`src/rtl/exec_pkg.sv`:
```
// shared constants, types and helper functions of the and/add/zero-branch execute block
package exec_pkg;

  // ------------------------------------------------------------
  // widths
  // ------------------------------------------------------------
  localparam int unsigned WORD_W = 32;
  localparam int unsigned IMM_W  = 16;
  localparam int unsigned OPC_W  = 6;
  localparam int unsigned REG_W  = 5;
  localparam int unsigned COND_W = 4;

  // ------------------------------------------------------------
  // field positions, lsb of each field in the instruction word
  // ------------------------------------------------------------
  localparam int unsigned OPC_LSB    = 26;
  localparam int unsigned RD_LSB     = 21;
  localparam int unsigned SRC1_LSB   = 16;
  localparam int unsigned SRC2_LSB   = 11;
  localparam int unsigned IMM_LSB    = 0;
  localparam int unsigned COND_LSB   = 21;
  localparam int unsigned D_BIT      = 25;

  // bit positions inside the opcode field
  localparam int unsigned OPC_IMM_BIT = 3;
  localparam int unsigned OPC_K_BIT   = 2;
  localparam int unsigned OPC_C_BIT   = 1;
  localparam int unsigned OPC_INV_BIT = 1;

  // ------------------------------------------------------------
  // opcode classes: (opcode & mask) == value
  // ------------------------------------------------------------
  localparam logic [5:0] ADD_MASK    = 6'h31;
  localparam logic [5:0] ADD_VALUE   = 6'h00;
  localparam logic [5:0] AND_MASK    = 6'h35;
  localparam logic [5:0] AND_VALUE   = 6'h21;
  localparam logic [5:0] BCC_MASK    = 6'h37;
  localparam logic [5:0] BCC_VALUE   = 6'h27;
  localparam logic [5:0] PREFIX_OPC  = 6'h2c;

  // branch condition codes
  localparam logic [3:0] COND_EQ = 4'h0;
  localparam logic [3:0] COND_GE = 4'h5;

  // ------------------------------------------------------------
  // reset values and steps
  // ------------------------------------------------------------
  localparam logic [31:0] PC_RESET    = 32'h0000_0000;
  localparam logic [31:0] PC_STEP     = 32'h0000_0004;
  localparam logic        CARRY_RESET = 1'b0;

  // ------------------------------------------------------------
  // sequencer states
  // ------------------------------------------------------------
  typedef enum logic [2:0] {
    st_run,
    st_gap_slot,
    st_slot,
    st_gap1,
    st_gap2
  } exec_state_t;

  // ------------------------------------------------------------
  // helpers
  // ------------------------------------------------------------
  function automatic logic [31:0] sext_imm(input logic [15:0] imm);
    sext_imm = {{16{imm[15]}}, imm};
  endfunction

  function automatic logic opc_match(input logic [5:0] opc,
                                     input logic [5:0] mask,
                                     input logic [5:0] value);
    opc_match = ((opc & mask) == value);
  endfunction

  function automatic logic cond_known(input logic [3:0] cond);
    cond_known = (cond == COND_EQ) || (cond == COND_GE);
  endfunction

  function automatic logic cond_true(input logic [3:0] cond, input logic [31:0] a);
    cond_true = 1'b0;
    if (cond == COND_EQ) begin
      cond_true = (a == 32'h0000_0000);
    end else if (cond == COND_GE) begin
      cond_true = !a[31];
    end
  endfunction

endpackage

```
`src/rtl/logic_add_unit.sv`:
```
// combinational datapath for the add and and/and-not families
`timescale 1ns/10ps
`default_nettype none
module logic_add_unit (
  input  wire logic [5:0]  opcode,
  input  wire logic [31:0] first_source_value,
  input  wire logic [31:0] second_source_value,
  input  wire logic [31:0] imm_operand,
  input  wire logic        status_carry_flag,
  output logic [31:0]      result,
  output logic             carry_out,
  output logic             carry_update,
  output logic             writes_dest
);

  // ------------------------------------------------------------
  // operand select and arithmetic
  // ------------------------------------------------------------
  logic        is_add;
  logic        is_and;
  logic [31:0] operand_b;
  logic [32:0] sum;
  logic        carry_in;

  always_comb begin
    is_add    = exec_pkg::opc_match(opcode, exec_pkg::ADD_MASK, exec_pkg::ADD_VALUE);
    is_and    = exec_pkg::opc_match(opcode, exec_pkg::AND_MASK, exec_pkg::AND_VALUE);
    operand_b = opcode[exec_pkg::OPC_IMM_BIT] ? imm_operand : second_source_value;
    // the opcode c bit only selects; the value added is the status flag
    carry_in  = opcode[exec_pkg::OPC_C_BIT] & status_carry_flag;
    sum       = {1'b0, first_source_value} + {1'b0, operand_b} + {32'h0000_0000, carry_in};
    result    = 32'h0000_0000;
    carry_out = sum[32];
    carry_update = 1'b0;
    writes_dest  = 1'b0;
    if (is_add) begin
      result       = sum[31:0];
      carry_update = !opcode[exec_pkg::OPC_K_BIT];
      writes_dest  = 1'b1;
    end else if (is_and) begin
      // the inverting bit shares its slot with the add c bit
      if (opcode[exec_pkg::OPC_INV_BIT]) begin
        result = first_source_value & ~operand_b;
      end else begin
        result = first_source_value & operand_b;
      end
      writes_dest = 1'b1;
    end
  end

endmodule
`default_nettype wire

```
`src/rtl/zero_branch_exec.sv`:
```
// execute stage for add, and, and-not and compare-with-zero branches
// ------------------------------------------------------------
// Notes on behaviour
// - c bit adds status carry into sum
// - k bit keeps carry, else load carry-out
// - opcode c bit distinct from status carry
// - immediate sign-extended from 16 to 32
// - preceding prefix supplies upper immediate half
// - and writes first and second source
// - and-immediate uses sign-extended immediate
// - and-not inverts second source first
// - and-not-immediate inverts extended immediate
// - equal branch taken when source is zero
// - greater-equal branch taken when source non-negative
// - register branch target pc plus second source
// - immediate branch target pc plus immediate
// - delay bit lets next instruction complete
// - no delay bit squashes sequential instruction
// - branch takes one, two or three cycles
// - fields: opcode, dest, source, immediate positions
// ------------------------------------------------------------
`timescale 1ns/10ps
`default_nettype none
module zero_branch_exec (
  input  wire logic        sys_clk,
  input  wire logic        rst_n,
  input  wire logic        instr_valid,
  input  wire logic [31:0] instr_word,
  input  wire logic [31:0] first_source_value,
  input  wire logic [31:0] second_source_value,
  output logic             instr_ready,
  output logic             rf_write_en,
  output logic [4:0]       rf_write_addr,
  output logic [31:0]      rf_write_data,
  output logic             status_carry_flag,
  output logic [31:0]      pc,
  output logic             fetch_redirect,
  output logic [31:0]      fetch_target,
  output logic             unsupported
);

  // ------------------------------------------------------------
  // state
  // ------------------------------------------------------------
  exec_pkg::exec_state_t state_reg;
  exec_pkg::exec_state_t state_next;
  logic        ready_reg;
  logic        we_reg;
  logic [4:0]  waddr_reg;
  logic [31:0] wdata_reg;
  logic        carry_reg;
  logic [31:0] pc_reg;
  logic        redirect_reg;
  logic [31:0] target_reg;
  logic        unsupported_reg;
  logic        prefix_valid_reg;
  logic [15:0] prefix_hi_reg;
  logic [31:0] pending_target_reg;

  // ------------------------------------------------------------
  // decode
  // ------------------------------------------------------------
  logic [5:0]  opcode;
  logic [4:0]  dest_field;
  logic [15:0] imm_field;
  logic [3:0]  cond_field;
  logic        delay_bit;
  logic        is_prefix;
  logic        is_branch;
  logic        accept;
  logic        in_slot;
  logic        taken;
  logic [31:0] imm_operand;
  logic [31:0] branch_target;
  logic [31:0] alu_result;
  logic        alu_carry;
  logic        alu_carry_update;
  logic        alu_writes;

  assign opcode     = instr_word[exec_pkg::OPC_LSB +: exec_pkg::OPC_W];
  assign dest_field = instr_word[exec_pkg::RD_LSB +: exec_pkg::REG_W];
  assign imm_field  = instr_word[exec_pkg::IMM_LSB +: exec_pkg::IMM_W];
  assign cond_field = instr_word[exec_pkg::COND_LSB +: exec_pkg::COND_W];
  assign delay_bit  = instr_word[exec_pkg::D_BIT];
  assign is_prefix  = (opcode == exec_pkg::PREFIX_OPC);
  assign is_branch  = exec_pkg::opc_match(opcode, exec_pkg::BCC_MASK, exec_pkg::BCC_VALUE);
  assign accept     = instr_valid && ready_reg;
  assign in_slot    = (state_reg == exec_pkg::st_slot);

  // prefix only covers the one instruction right after it
  assign imm_operand = prefix_valid_reg ? {prefix_hi_reg, imm_field}
                                        : exec_pkg::sext_imm(imm_field);

  // a branch sitting in a delay slot is not evaluated
  assign taken = is_branch && !in_slot
               && exec_pkg::cond_true(cond_field, first_source_value);

  assign branch_target = opcode[exec_pkg::OPC_IMM_BIT] ? pc_reg + imm_operand
                                                       : pc_reg + second_source_value;

  logic_add_unit u_alu (
    .opcode              (opcode),
    .first_source_value  (first_source_value),
    .second_source_value (second_source_value),
    .imm_operand         (imm_operand),
    .status_carry_flag   (carry_reg),
    .result              (alu_result),
    .carry_out           (alu_carry),
    .carry_update        (alu_carry_update),
    .writes_dest         (alu_writes)
  );

  // ------------------------------------------------------------
  // sequencer: extra stall cycles after a taken branch
  // ------------------------------------------------------------
  always_comb begin
    state_next = state_reg;
    unique case (state_reg)
      exec_pkg::st_run: begin
        if (accept && taken) begin
          state_next = delay_bit ? exec_pkg::st_gap_slot
                                 : exec_pkg::st_gap1;
        end
      end
      exec_pkg::st_gap_slot: state_next = exec_pkg::st_slot;
      exec_pkg::st_slot: begin
        if (accept) begin
          state_next = exec_pkg::st_run;
        end
      end
      exec_pkg::st_gap1: state_next = exec_pkg::st_gap2;
      exec_pkg::st_gap2: state_next = exec_pkg::st_run;
      default: state_next = exec_pkg::st_run;
    endcase
  end

  always_ff @(posedge sys_clk) begin
    if (!rst_n) begin
      state_reg <= exec_pkg::st_run;
      ready_reg <= 1'b0;
    end else begin
      state_reg <= state_next;
      // input is ignored while stalled, which drops the fall-through fetch
      ready_reg <= (state_next == exec_pkg::st_run) || (state_next == exec_pkg::st_slot);
    end
  end

  // ------------------------------------------------------------
  // immediate prefix
  // ------------------------------------------------------------
  always_ff @(posedge sys_clk) begin
    if (!rst_n) begin
      prefix_valid_reg <= 1'b0;
      prefix_hi_reg    <= 16'h0000;
    end else if (accept) begin
      prefix_valid_reg <= is_prefix;
      if (is_prefix) begin
        prefix_hi_reg <= imm_field;
      end
    end
  end

  // ------------------------------------------------------------
  // write-back and carry
  // ------------------------------------------------------------
  always_ff @(posedge sys_clk) begin
    if (!rst_n) begin
      we_reg    <= 1'b0;
      waddr_reg <= 5'h00;
      wdata_reg <= 32'h0000_0000;
    end else begin
      we_reg <= accept && alu_writes;
      if (accept && alu_writes) begin
        waddr_reg <= dest_field;
        wdata_reg <= alu_result;
      end
    end
  end

  always_ff @(posedge sys_clk) begin
    if (!rst_n) begin
      carry_reg <= exec_pkg::CARRY_RESET;
    end else if (accept && alu_carry_update) begin
      carry_reg <= alu_carry;
    end
  end

  // ------------------------------------------------------------
  // program counter and fetch redirect
  // ------------------------------------------------------------
  always_ff @(posedge sys_clk) begin
    if (!rst_n) begin
      pc_reg             <= exec_pkg::PC_RESET;
      pending_target_reg <= exec_pkg::PC_RESET;
      redirect_reg       <= 1'b0;
      target_reg         <= exec_pkg::PC_RESET;
    end else begin
      redirect_reg <= 1'b0;
      if (accept && in_slot) begin
        pc_reg       <= pending_target_reg;
        redirect_reg <= 1'b1;
        target_reg   <= pending_target_reg;
      end else if (accept && taken && !delay_bit) begin
        pc_reg       <= branch_target;
        redirect_reg <= 1'b1;
        target_reg   <= branch_target;
      end else if (accept && taken) begin
        pc_reg             <= pc_reg + exec_pkg::PC_STEP;
        pending_target_reg <= branch_target;
      end else if (accept) begin
        pc_reg <= pc_reg + exec_pkg::PC_STEP;
      end
    end
  end

  always_ff @(posedge sys_clk) begin
    if (!rst_n) begin
      unsupported_reg <= 1'b0;
    end else begin
      unsupported_reg <= accept && !alu_writes && !is_prefix
                         && !(is_branch && exec_pkg::cond_known(cond_field));
    end
  end

  // ------------------------------------------------------------
  // outputs
  // ------------------------------------------------------------
  assign instr_ready       = ready_reg;
  assign rf_write_en       = we_reg;
  assign rf_write_addr     = waddr_reg;
  assign rf_write_data     = wdata_reg;
  assign status_carry_flag = carry_reg;
  assign pc                = pc_reg;
  assign fetch_redirect    = redirect_reg;
  assign fetch_target      = target_reg;
  assign unsupported       = unsupported_reg;

endmodule
`default_nettype wire

```
`config.mk`:
```
export PLATFORM = sky130hd
export DESIGN_NAME = zero_branch_exec
export DESIGN_NICKNAME = d
export VERILOG_FILES = /design/src/rtl/exec_pkg.sv /design/src/rtl/logic_add_unit.sv /design/src/rtl/zero_branch_exec.sv
export SDC_FILE = /design/constraint.sdc
export NUM_CORES = 1
export LEC_CHECK = 0
export BUFFER_PORTS_ARGS = -buffer_cell sky130_fd_sc_hd__buf_4
export CAP_MARGIN = 40
export CORE_ASPECT_RATIO = 1.1
export CORE_MARGIN = 5
export CORE_UTILIZATION = 50
export DETAILED_ROUTE_END_ITERATION = 8
export MAX_ROUTING_LAYER = met4
export PLACE_DENSITY_LB_ADDON = 0.25
export SETUP_SLACK_MARGIN = 0.15
export SYNTH_ARGS = -nofsm -noshare
export SYNTH_HDL_FRONTEND = slang
export SYNTH_SLANG_ARGS = --single-unit
export TNS_END_PERCENT = 10
```
`constraint.sdc`:
```
create_clock -name sys_clk -period 6.2 [get_ports sys_clk]
set_input_delay 1.24 -clock sys_clk [delete_from_list [all_inputs] [get_ports sys_clk]]
set_output_delay 1.24 -clock sys_clk [all_outputs]
set_load 0.02 [all_outputs]
```
==> results.sh, run 1 <==
export IMPL_first_global_vias=10780
export IMPL_wirelength_um=36140
export IMPL_hold_class="flip-flop to flip-flop"
export IMPL_cts_hold_buf=0
export IMPL_grt_overflow_total=0
export IMPL_start_util_pct=50.98
export IMPL_layout_setup_ws_ns=1.361
export IMPL_setup_violations_final=0
export IMPL_final_nets=1748
export IMPL_area_growth_pct=20.31
export IMPL_p_per_area_nw_per_um2=200.3
export IMPL_root_buffer="clkbuf_16"
export IMPL_maxCapViolCount=0
export IMPL_antenna_left=0
export IMPL_cts_max_level=4
export IMPL_syn_num_nets=1601
export IMPL_min_period_ns=4.839
export IMPL_die_h_um=164.8
export IMPL_viasPerCell=6.112
export IMPL_critPathArrivalTime_ns=5.21
export IMPL_rows=56
export IMPL_final_area_sq_um=13110
export IMPL_slew_viol_final=0
export IMPL_critPathKind="primary input to flip-flop"
export IMPL_numCtsBuffers=17
export IMPL_grt_setup_unrepaired="no"
export IMPL_synth_cell_types=77
export IMPL_synth_area_sq_um=10900
export IMPL_clock_sinks=158
export IMPL_p_leak_nw=5.150
export IMPL_syn_avg_cell_area_sq_um=7.587
export IMPL_crit_path_start_kind="primary input"
export IMPL_mostFrequentLayoutCells="213 x buf_4, 206 x a21oi_1, 205 x nand2_1, 158 x dfxtp_1, 101 x nor2_1"
export IMPL_hold_violations=0
export IMPL_critPathMaxFanout=49
export IMPL_relSlewSlack_pct=42.57
export IMPL_wl_per_cell_um=19.16
export IMPL_async_reset_ff_share_pct=0
export IMPL_cts_tree="yes"
export IMPL_grt_pass1_wl_um=56640
export IMPL_pre_cts_ws_ns=1.003
export IMPL_dieArea_sq_um=24850
export IMPL_core_area_sq_um=21370
export IMPL_dp_hpwl_um=26780
export IMPL_layout_drive_gt1_share_pct=18.05
export IMPL_clk_path_buf_depth=2
export IMPL_grt_max_degree=69
export IMPL_peakVddDrop_v=0.0001981
export IMPL_insertion_delay_ns=0.43
export IMPL_synth_seq_cells=158
export IMPL_drc_errors=0
export IMPL_io_pins=205
export IMPL_die_w_um=150.7
export IMPL_place_area_sq_um=12520
export IMPL_antenna_found_initial=0
export IMPL_postCtsSetupBuffers=0
export IMPL_synthCells=1436
export IMPL_layout_commonest_cell="buf_4"
export IMPL_period_share_pct=78.05
export IMPL_initialDrtViolationCount=991
export IMPL_gp_congestion=0.9417
export IMPL_synth_edf_count=0
export IMPL_crit_path_end_kind="flip-flop"
export IMPL_drt_pass1_iterations=5
export IMPL_clock_skew_ns=0.009992
export IMPL_n_antenna_cell=0
export IMPL_yosys_warnings=0
export IMPL_synth_yosys_seq_area_share_pct=29.03
export IMPL_worst_pin_slew_ns=0.8586
export IMPL_track_usage_pct=29.41
export IMPL_clk_pin_slew_worst_paths_ns=0.07
export IMPL_cts_resized=0
export IMPL_status="finished clean"
export IMPL_routed_via_count=11530
export IMPL_synth_ff_type="dfxtp_1"
export IMPL_fin_tns_setup_ns=0
export IMPL_cp_required_ns=6.57
export IMPL_max_freq_mhz=206.7
export IMPL_portBuffers=199
==> cells by family (layout without fill, tap and decap cells) <==
group | Yosys count | count (layout) | synth area share (%)
AND/OR/NAND/NOR | 484 | 484 | 20.80
AO/OA/AOI/OAI | 523 | 523 | 29.56
flip-flops | 158 | 158 | 29.03
multiplexers | 27 | 27 | 2.676
adder cells (fa/ha/maj) | 66 | 66 | 7.786
buffers and inverters | 106 | 266 | 4.364
XOR/XNOR | 72 | 72 | 5.788
==> path summary, 6_finish.rpt <==
check,slack [ns],startpoint,depth (start not counted),to
setup reg to reg,1.99,prefix_valid_reg,13,rf_write_data[31]
setup / recovery,1.36,instr_word[29],14,rf_write_data[28]
hold / removal,0.45,fetch_target[20],2,fetch_target[20]
hold reg to reg,0.45,fetch_target[20],2,fetch_target[20]
==> cell usage after synthesis, types with 7 or more instances <==
library cell / n / area share [%]
buf_1: 9 / 0.31
buf_4: 7 / 0.48
a22oi_1: 28 / 1.9
nor2_1: 103 / 3.5
o211ai_1: 11 / 0.76
nand2b_1: 9 / 0.52
xor2_1: 28 / 2.3
and3_1: 10 / 0.57
o21bai_1: 9 / 0.62
mux2i_1: 10 / 0.92
buf_2: 9 / 0.41
xnor2_1: 44 / 3.5
o21a_1: 14 / 0.96
a31oi_1: 30 / 1.7
nand3b_1: 8 / 0.55
and2_1: 9 / 0.52
a21oi_1: 206 / 9.5
or3_1: 9 / 0.52
nand4_1: 9 / 0.52
mux2_2: 17 / 1.8
nor3_1: 29 / 1.3
nand3_1: 33 / 1.5
a32oi_1: 13 / 1.0
nand2_1: 205 / 7.1
o22ai_1: 8 / 0.46
nor2b_1: 8 / 0.46
ha_1: 63 / 7.2
a211oi_1: 25 / 1.7
dfxtp_1: 158 / 29
inv_1: 19 / 0.65
o21ai_0: 97 / 4.5
nor4_1: 16 / 0.92
a21o_1: 30 / 2.1
clkbuf_1: 55 / 1.9
==> cell type report <==
type	instances	area (sq um)
fill	1965	8262
clock inverter	13	141.4
inverter	19	72.57
timing repair buffer	215	1634
tap	290	362.8
multi-input combinational	1172	7292
sequential	158	3163
clock buffer	19	442.9
==> power breakdown <==
group | leakage (nW) | total (mW) | internal (mW) | switching [mW]
Clock | 0.279 | 1.06 | 0.605 | 0.453
Sequential | 1.27 | 1.03 | 1.02 | 0.00670
Combinational | 3.60 | 0.538 | 0.217 | 0.320
Total | 5.15 | 2.63 | 1.85 | 0.780
==> metal layers <==
metal | track usage (%) | vias up | routed length, um
met2 | 46.94 | 459 | 16780
met4 | 9.481 | 0 | 881
met1 | 38.85 | 5434 | 15910
li1 | - | 5574 | -
met5 | - | - | 0
met3 | 3.705 | 60 | 2566
==> through the flow <==
step                std cells  utilization (%)  power, mW  hold WS (ns)
CTS                      1886            61.34      2.632        0.4517
floorplan                1436                -      1.409        0.4297
global placement         1851            58.41      1.571        0.4377
finish                   1886            61.34      2.626        0.4496
global route             1886            61.34      2.726        0.4617
detailed placement       1854            58.61      1.579        0.4424
==> worst max-delay path: stages <==
cell and delay, ns:
buf_4 0.42, mux2i_1 0.48, fa_1 0.27, inv_1 0.06
fa_1 0.42, a211oi_1 0.35, nor4_1 0.11, nor2_1 0.15
a21o_2 0.21, o31ai_4 0.10, a221oi_2 0.61, o22ai_1 0.19
or3b_1 0.42, a31oi_1 0.16
No activity file was read; power rests on OpenSTA's default activity.
==> run 2, diff against run 1 <==
==> constraint.sdc (replaced) <==
create_clock -name sys_clk -period 4.65 [get_ports sys_clk]
set_input_delay 0.93 -clock sys_clk [delete_from_list [all_inputs] [get_ports sys_clk]]
set_output_delay 0.93 -clock sys_clk [all_outputs]
set_load 0.02 [all_outputs]
==> run 2 against run 1 <==
Against the previous run: sequential share of layout area shrank 0.27 points; clock power grew 31%; utilization grew 0.69 points; clock-buffer cell count is the same; global-route usage grew 0.23 points; register-to-register slack lost 1.1 ns; non-clock buffer count grew 17; cell area grew 1.1%.
==> results.sh, run 2 (same netlist as run 1, synthesis figures left out) <==
export IMPL_wirelength_um=36410
export IMPL_hold_class="flip-flop to flip-flop"
export IMPL_rows=56
export IMPL_gp_congestion=0.9305
export IMPL_period_share_pct=85.31
export IMPL_mostFrequentLayoutCells="228 x buf_4, 206 x a21oi_1, 205 x nand2_1, 158 x dfxtp_1, 101 x nor2_1"
export IMPL_relSlewSlack_pct=47.10
export IMPL_maxCapViolCount=0
export IMPL_die_h_um=164.8
export IMPL_r2r_start="prefix_valid_reg"
export IMPL_antenna_found_initial=0
export IMPL_drt_pass1_iterations=5
export IMPL_min_period_ns=3.967
export IMPL_reg2reg_slack_ns=0.87
export IMPL_p_per_area_nw_per_um2=263.8
export IMPL_viasPerCell=6.108
export IMPL_cts_resized=0
export IMPL_layout_drive_gt1_share_pct=18.78
export IMPL_io_pins=205
export IMPL_whs_path_depth=2
export IMPL_start_util_pct=50.98
export IMPL_hp_start="fetch_target[12]"
export IMPL_hold_violations=0
export IMPL_setup_violations_final=0
export IMPL_worst_pin_slew_ns=0.7917
export IMPL_cp_required_ns=4.95
export IMPL_reg2reg_depth=14
export IMPL_initialDrtViolationCount=1034
export IMPL_dp_hpwl_um=27150
export IMPL_insertion_delay_ns=0.43
export IMPL_clock_sinks=158
export IMPL_clock_skew_ns=0.01271
export IMPL_p_leak_nw=5.242
export IMPL_dp_cells=1871
export IMPL_postCtsSetupBuffers=0
export IMPL_grt_max_degree=54
export IMPL_drc_errors=0
export IMPL_critPathKind="primary input to flip-flop"
export IMPL_n_antenna_cell=0
export IMPL_p_total_mw=3.497
export IMPL_r2r_end="rf_write_data[31]"
export IMPL_whs_ns=0.4552
export IMPL_clk_pin_slew_worst_paths_ns=0.07
export IMPL_cts_max_level=4
export IMPL_track_usage_pct=29.64
export IMPL_grt_pass1_wl_um=56910
export IMPL_crit_path_start_kind="primary input"
export IMPL_fillers=1976
export IMPL_fin_tns_setup_ns=0
export IMPL_numCtsBuffers=17
export IMPL_layout_commonest_cell="buf_4"
export IMPL_core_area_sq_um=21370
export IMPL_portBuffers=199
export IMPL_final_nets=1765
export IMPL_wl_per_cell_um=19.13
export IMPL_routed_via_count=11620
export IMPL_peakVddDrop_v=0.0002507
export IMPL_worst_hold_path_endpoint="fetch_target[12]"
export IMPL_crit_path_end_kind="flip-flop"
export IMPL_area_growth_pct=21.66
export IMPL_status="finished clean"
export IMPL_root_buffer="clkbuf_16"
export IMPL_dieArea_sq_um=24850
export IMPL_cts_hold_buf=0
export IMPL_antenna_left=0
export IMPL_layout_setup_ws_ns=0.6833
export IMPL_max_freq_mhz=252.1
export IMPL_layout_cells_non_filler=1903
export IMPL_slew_viol_final=0
export IMPL_first_global_vias=10900
export IMPL_clk_path_buf_depth=2
export IMPL_grt_overflow_total=0
export IMPL_die_w_um=150.7
export IMPL_grt_setup_unrepaired="no"
export IMPL_pre_cts_ws_ns=0.1942
export IMPL_critPathArrivalTime_ns=4.27
export IMPL_cts_tree="yes"
export IMPL_critPathMaxFanout=16
-- run 2: critical path, cell delays in order --
cell and delay, ns:
buf_4 0.23, mux2i_1 0.41, inv_1 0.10, ha_1 0.24, fa_1 0.44, a211oi_1 0.30, o211ai_1 0.20, nand3b_1 0.20
a211oi_1 0.14, o2111ai_1 0.26, a21boi_1 0.11, or3_1 0.34, a32oi_1 0.27, a31oi_1 0.11
-- run 2: cell type report --
class / instances / area, sq um / area share (%)
clock buffers: 19 / 442.9 / 3.342
repair buffers: 232 / 1799 / 13.57
inverters: 19 / 72.57 / 0.5475
well taps: 290 / 362.8 / 2.737
clock inverters: 13 / 131.4 / 0.9911
multi-input cells: 1172 / 7283 / 54.95
flip-flops and latches: 158 / 3163 / 23.86
-- run 2: how the worst max path moves through the flow --
stage,depth (start not counted),end,slack (ns),start
floorplan,15,rf_write_data[28],0.20,instr_word[29]
detailed placement,14,pc[28],0.19,instr_word[29]
finish,14,pc[28],0.68,instr_word[29]
CTS,14,pc[28],0.64,instr_word[29]
global route,14,pc[28],0.33,instr_word[29]
global placement,14,pc[28],0.25,instr_word[29]
-- run 2: stage by stage --
step / cell area (sq um) / utilization [%]
final: 13260 / 62.03
after global routing: 13260 / 62.03
after CTS: 13260 / 62.03
after detailed placement: 12680 / 59.34
after global placement: 12650 / 59.21
after floorplan: 10900 / -
-- run 2: where the power goes --
part	internal [mW]	switching [mW]	total, mW
logic	0.302	0.432	0.734
clock network	0.763	0.626	1.39
registers	1.36	0.00868	1.37
-- run 2: layer usage --
layer	wire length, um	part of all wire [%]	GRT usage [%]
met3	2469	6.8	4.089
met4	1022	2.8	10.35
met5	0	0	-
met2	17150	47	47.78
met1	15760	43	38.22
==> run 3, diff against run 2 <==
--- a/config.mk
+++ b/config.mk
@@ -13,7 +13,7 @@
 export DETAILED_ROUTE_END_ITERATION = 8
 export MAX_ROUTING_LAYER = met4
 export PLACE_DENSITY_LB_ADDON = 0.25
-export SETUP_SLACK_MARGIN = 0.15
+export SETUP_SLACK_MARGIN = 0.3
 export SYNTH_ARGS = -nofsm -noshare
 export SYNTH_HDL_FRONTEND = slang
 export SYNTH_SLANG_ARGS = --single-unit
==> constraint.sdc (replaced) <==
create_clock -name sys_clk -period 4.65 [get_ports sys_clk]
set_input_delay 0.2325 -clock sys_clk [delete_from_list [all_inputs] [get_ports sys_clk]]
set_output_delay 0.2325 -clock sys_clk [all_outputs]
set_load 0.02 [all_outputs]
==> run 3 against run 2 <==
Against the previous run: wire length up 0.22%; non-clock buffer count decreased by 11; sequential cell count is the same; critical path type is now flip-flop to flip-flop; first-iteration DRC count down 9.2%; combinational power fell by 1%; sequential power hardly changed.
==> results.sh, run 3 (same netlist as run 1, synthesis figures left out) <==
export IMPL_met1_length_um=16010
export IMPL_antenna_left=0
export IMPL_grt_setup_unrepaired="no"
export IMPL_reg2reg_slack_ns=0.73
export IMPL_root_buffer="clkbuf_16"
export IMPL_utilization_pct=61.41
export IMPL_start_util_pct=50.98
export IMPL_track_usage_pct=29.58
export IMPL_slew_viol_final=0
export IMPL_die_w_um=150.7
export IMPL_numCtsBuffers=17
export IMPL_dp_hpwl_um=27220
export IMPL_max_freq_mhz=255.2
export IMPL_clock_sinks=158
export IMPL_drt_pass1_iterations=6
export IMPL_p_per_area_nw_per_um2=264.7
export IMPL_relSlewSlack_pct=44.11
export IMPL_crit_path_start_kind="flip-flop"
export IMPL_cts_hold_buf=0
export IMPL_first_global_vias=10890
export IMPL_n_antenna_cell=0
export IMPL_cts_max_level=4
export IMPL_grt_max_degree=68
export IMPL_wl_met2_um=17280
export IMPL_grt_overflow_total=0
export IMPL_period_share_pct=84.27
export IMPL_dp_cells=1860
export IMPL_wl_per_cell_um=19.29
export IMPL_area_growth_pct=20.44
export IMPL_hold_violations=0
export IMPL_clock_skew_ns=0.01398
export IMPL_critPathBufInv=1
export IMPL_antenna_found_initial=0
export IMPL_grt_pass1_wl_um=56900
export IMPL_hold_class="primary input to flip-flop"
export IMPL_cp_cell_sequence="nor2b_1 -> buf_4 -> a21oi_1 -> a21oi_1 -> ha_1 -> a21o_1 -> a211o_1 -> nor3b_1 -> nand2_1 -> o211ai_1 -> o211ai_1 -> a2111oi_0 -> or4_1 -> nand3_1"
export IMPL_status="finished clean"
export IMPL_fin_tns_setup_ns=0
export IMPL_mostFrequentLayoutCells="220 x buf_4, 206 x a21oi_1, 205 x nand2_1, 158 x dfxtp_1, 101 x nor2_1"
export IMPL_worst_path_max_delay_cell="a2111oi_0"
export IMPL_wl_met3_um=2366
export IMPL_gp_congestion=0.9376
export IMPL_cts_resized=0
export IMPL_max_stage_delay_ns=0.61
export IMPL_die_h_um=164.8
export IMPL_rows=56
export IMPL_clk_pin_slew_worst_paths_ns=0.07
export IMPL_layout_drive_gt1_share_pct=18.35
export IMPL_crit_path_end_kind="flip-flop"
export IMPL_cts_tree="yes"
export IMPL_hp_start="instr_word[24]"
export IMPL_worst_pin_slew_ns=0.8383
export IMPL_drc_errors=0
export IMPL_io_pins=205
export IMPL_clk_path_buf_depth=2
export IMPL_setup_violations_final=0
export IMPL_initialDrtViolationCount=939
export IMPL_r2r_start="prefix_valid_reg"
export IMPL_layout_commonest_cell="buf_4"
export IMPL_startpoint="prefix_valid_reg"
export IMPL_critPathArrivalTime_ns=4.23
export IMPL_p_leak_nw=5.170
export IMPL_cp_top_family="compound AO/OA/AOI/OAI gates"
export IMPL_maxCapViolCount=0
export IMPL_insertion_delay_ns=0.44
export IMPL_maxUsedRoutingLayer="met4"
export IMPL_critPathMaxFanout=16
export IMPL_dieArea_sq_um=24850
export IMPL_peakVddDrop_v=0.0002666
export IMPL_core_area_sq_um=21370
export IMPL_final_nets=1754
export IMPL_wirelength_um=36490
export IMPL_layout_cells_non_filler=1892
export IMPL_routed_via_count=11540
export IMPL_viasPerCell=6.098
export IMPL_portBuffers=199
export IMPL_cp_required_ns=4.96
export IMPL_critPathKind="flip-flop to flip-flop"
export IMPL_min_period_ns=3.919
export IMPL_postCtsSetupBuffers=0
run 3: power breakdown:
group,internal (mW),switching [mW],total [mW]
combinational,0.292,0.430,0.723
sequential,1.36,0.00853,1.37
clock,0.748,0.630,1.38
total,2.41,1.07,3.47
run 3: worst paths after layout:
| kind | end | cells after the start |
|---|---|---|
| worst max register to register | rf_write_data[31] | 14 |
| worst min-delay path | rf_write_addr[3] | 3 |
| worst min register to register | pending_target_reg[24] | 2 |
| worst max-delay path | rf_write_data[31] | 14 |
run 3: layout make-up:
type | instances | area (sq um)
Tap cell | 290 | 362.8
Timing Repair Buffer | 221 | 1667
Clock inverter | 14 | 136.4
Inverter | 19 | 72.57
Multi-Input combinational cell | 1172 | 7292
Fill cell | 1998 | 8248
Clock buffer | 18 | 429.2
Sequential cell | 158 | 3163
run 3: metal layers:
metal | global-route usage [%] | up-vias
met2 | 48.02 | 462
li1 | - | 5581
met1 | 38.54 | 5429
met5 | - | -
met3 | 4.199 | 66
met4 | 8.491 | 0
run 3: worst reg2reg max path, delay by kind of cell, from the launching register on:
kind            cells  cell delay [ns]
compound gates      7             2.13
simple gates        5             0.70
flops               1             0.38
fa+ha+maj           1             0.38
buf+inv             1             0.21
run 3: stage by stage:
step	power (mW)	area [sq um]	hold WS, ns	setup WS (ns)
after floorplan	1.879	10900	0.3532	0.8122
final	3.474	13120	0.05402	0.7314
after CTS	3.479	13120	0.04709	0.7235
after detailed placement	2.112	12560	0.4424	0.7443
after global routing	3.616	13120	0.06322	0.3753
after global placement	2.106	12530	0.4395	0.8677
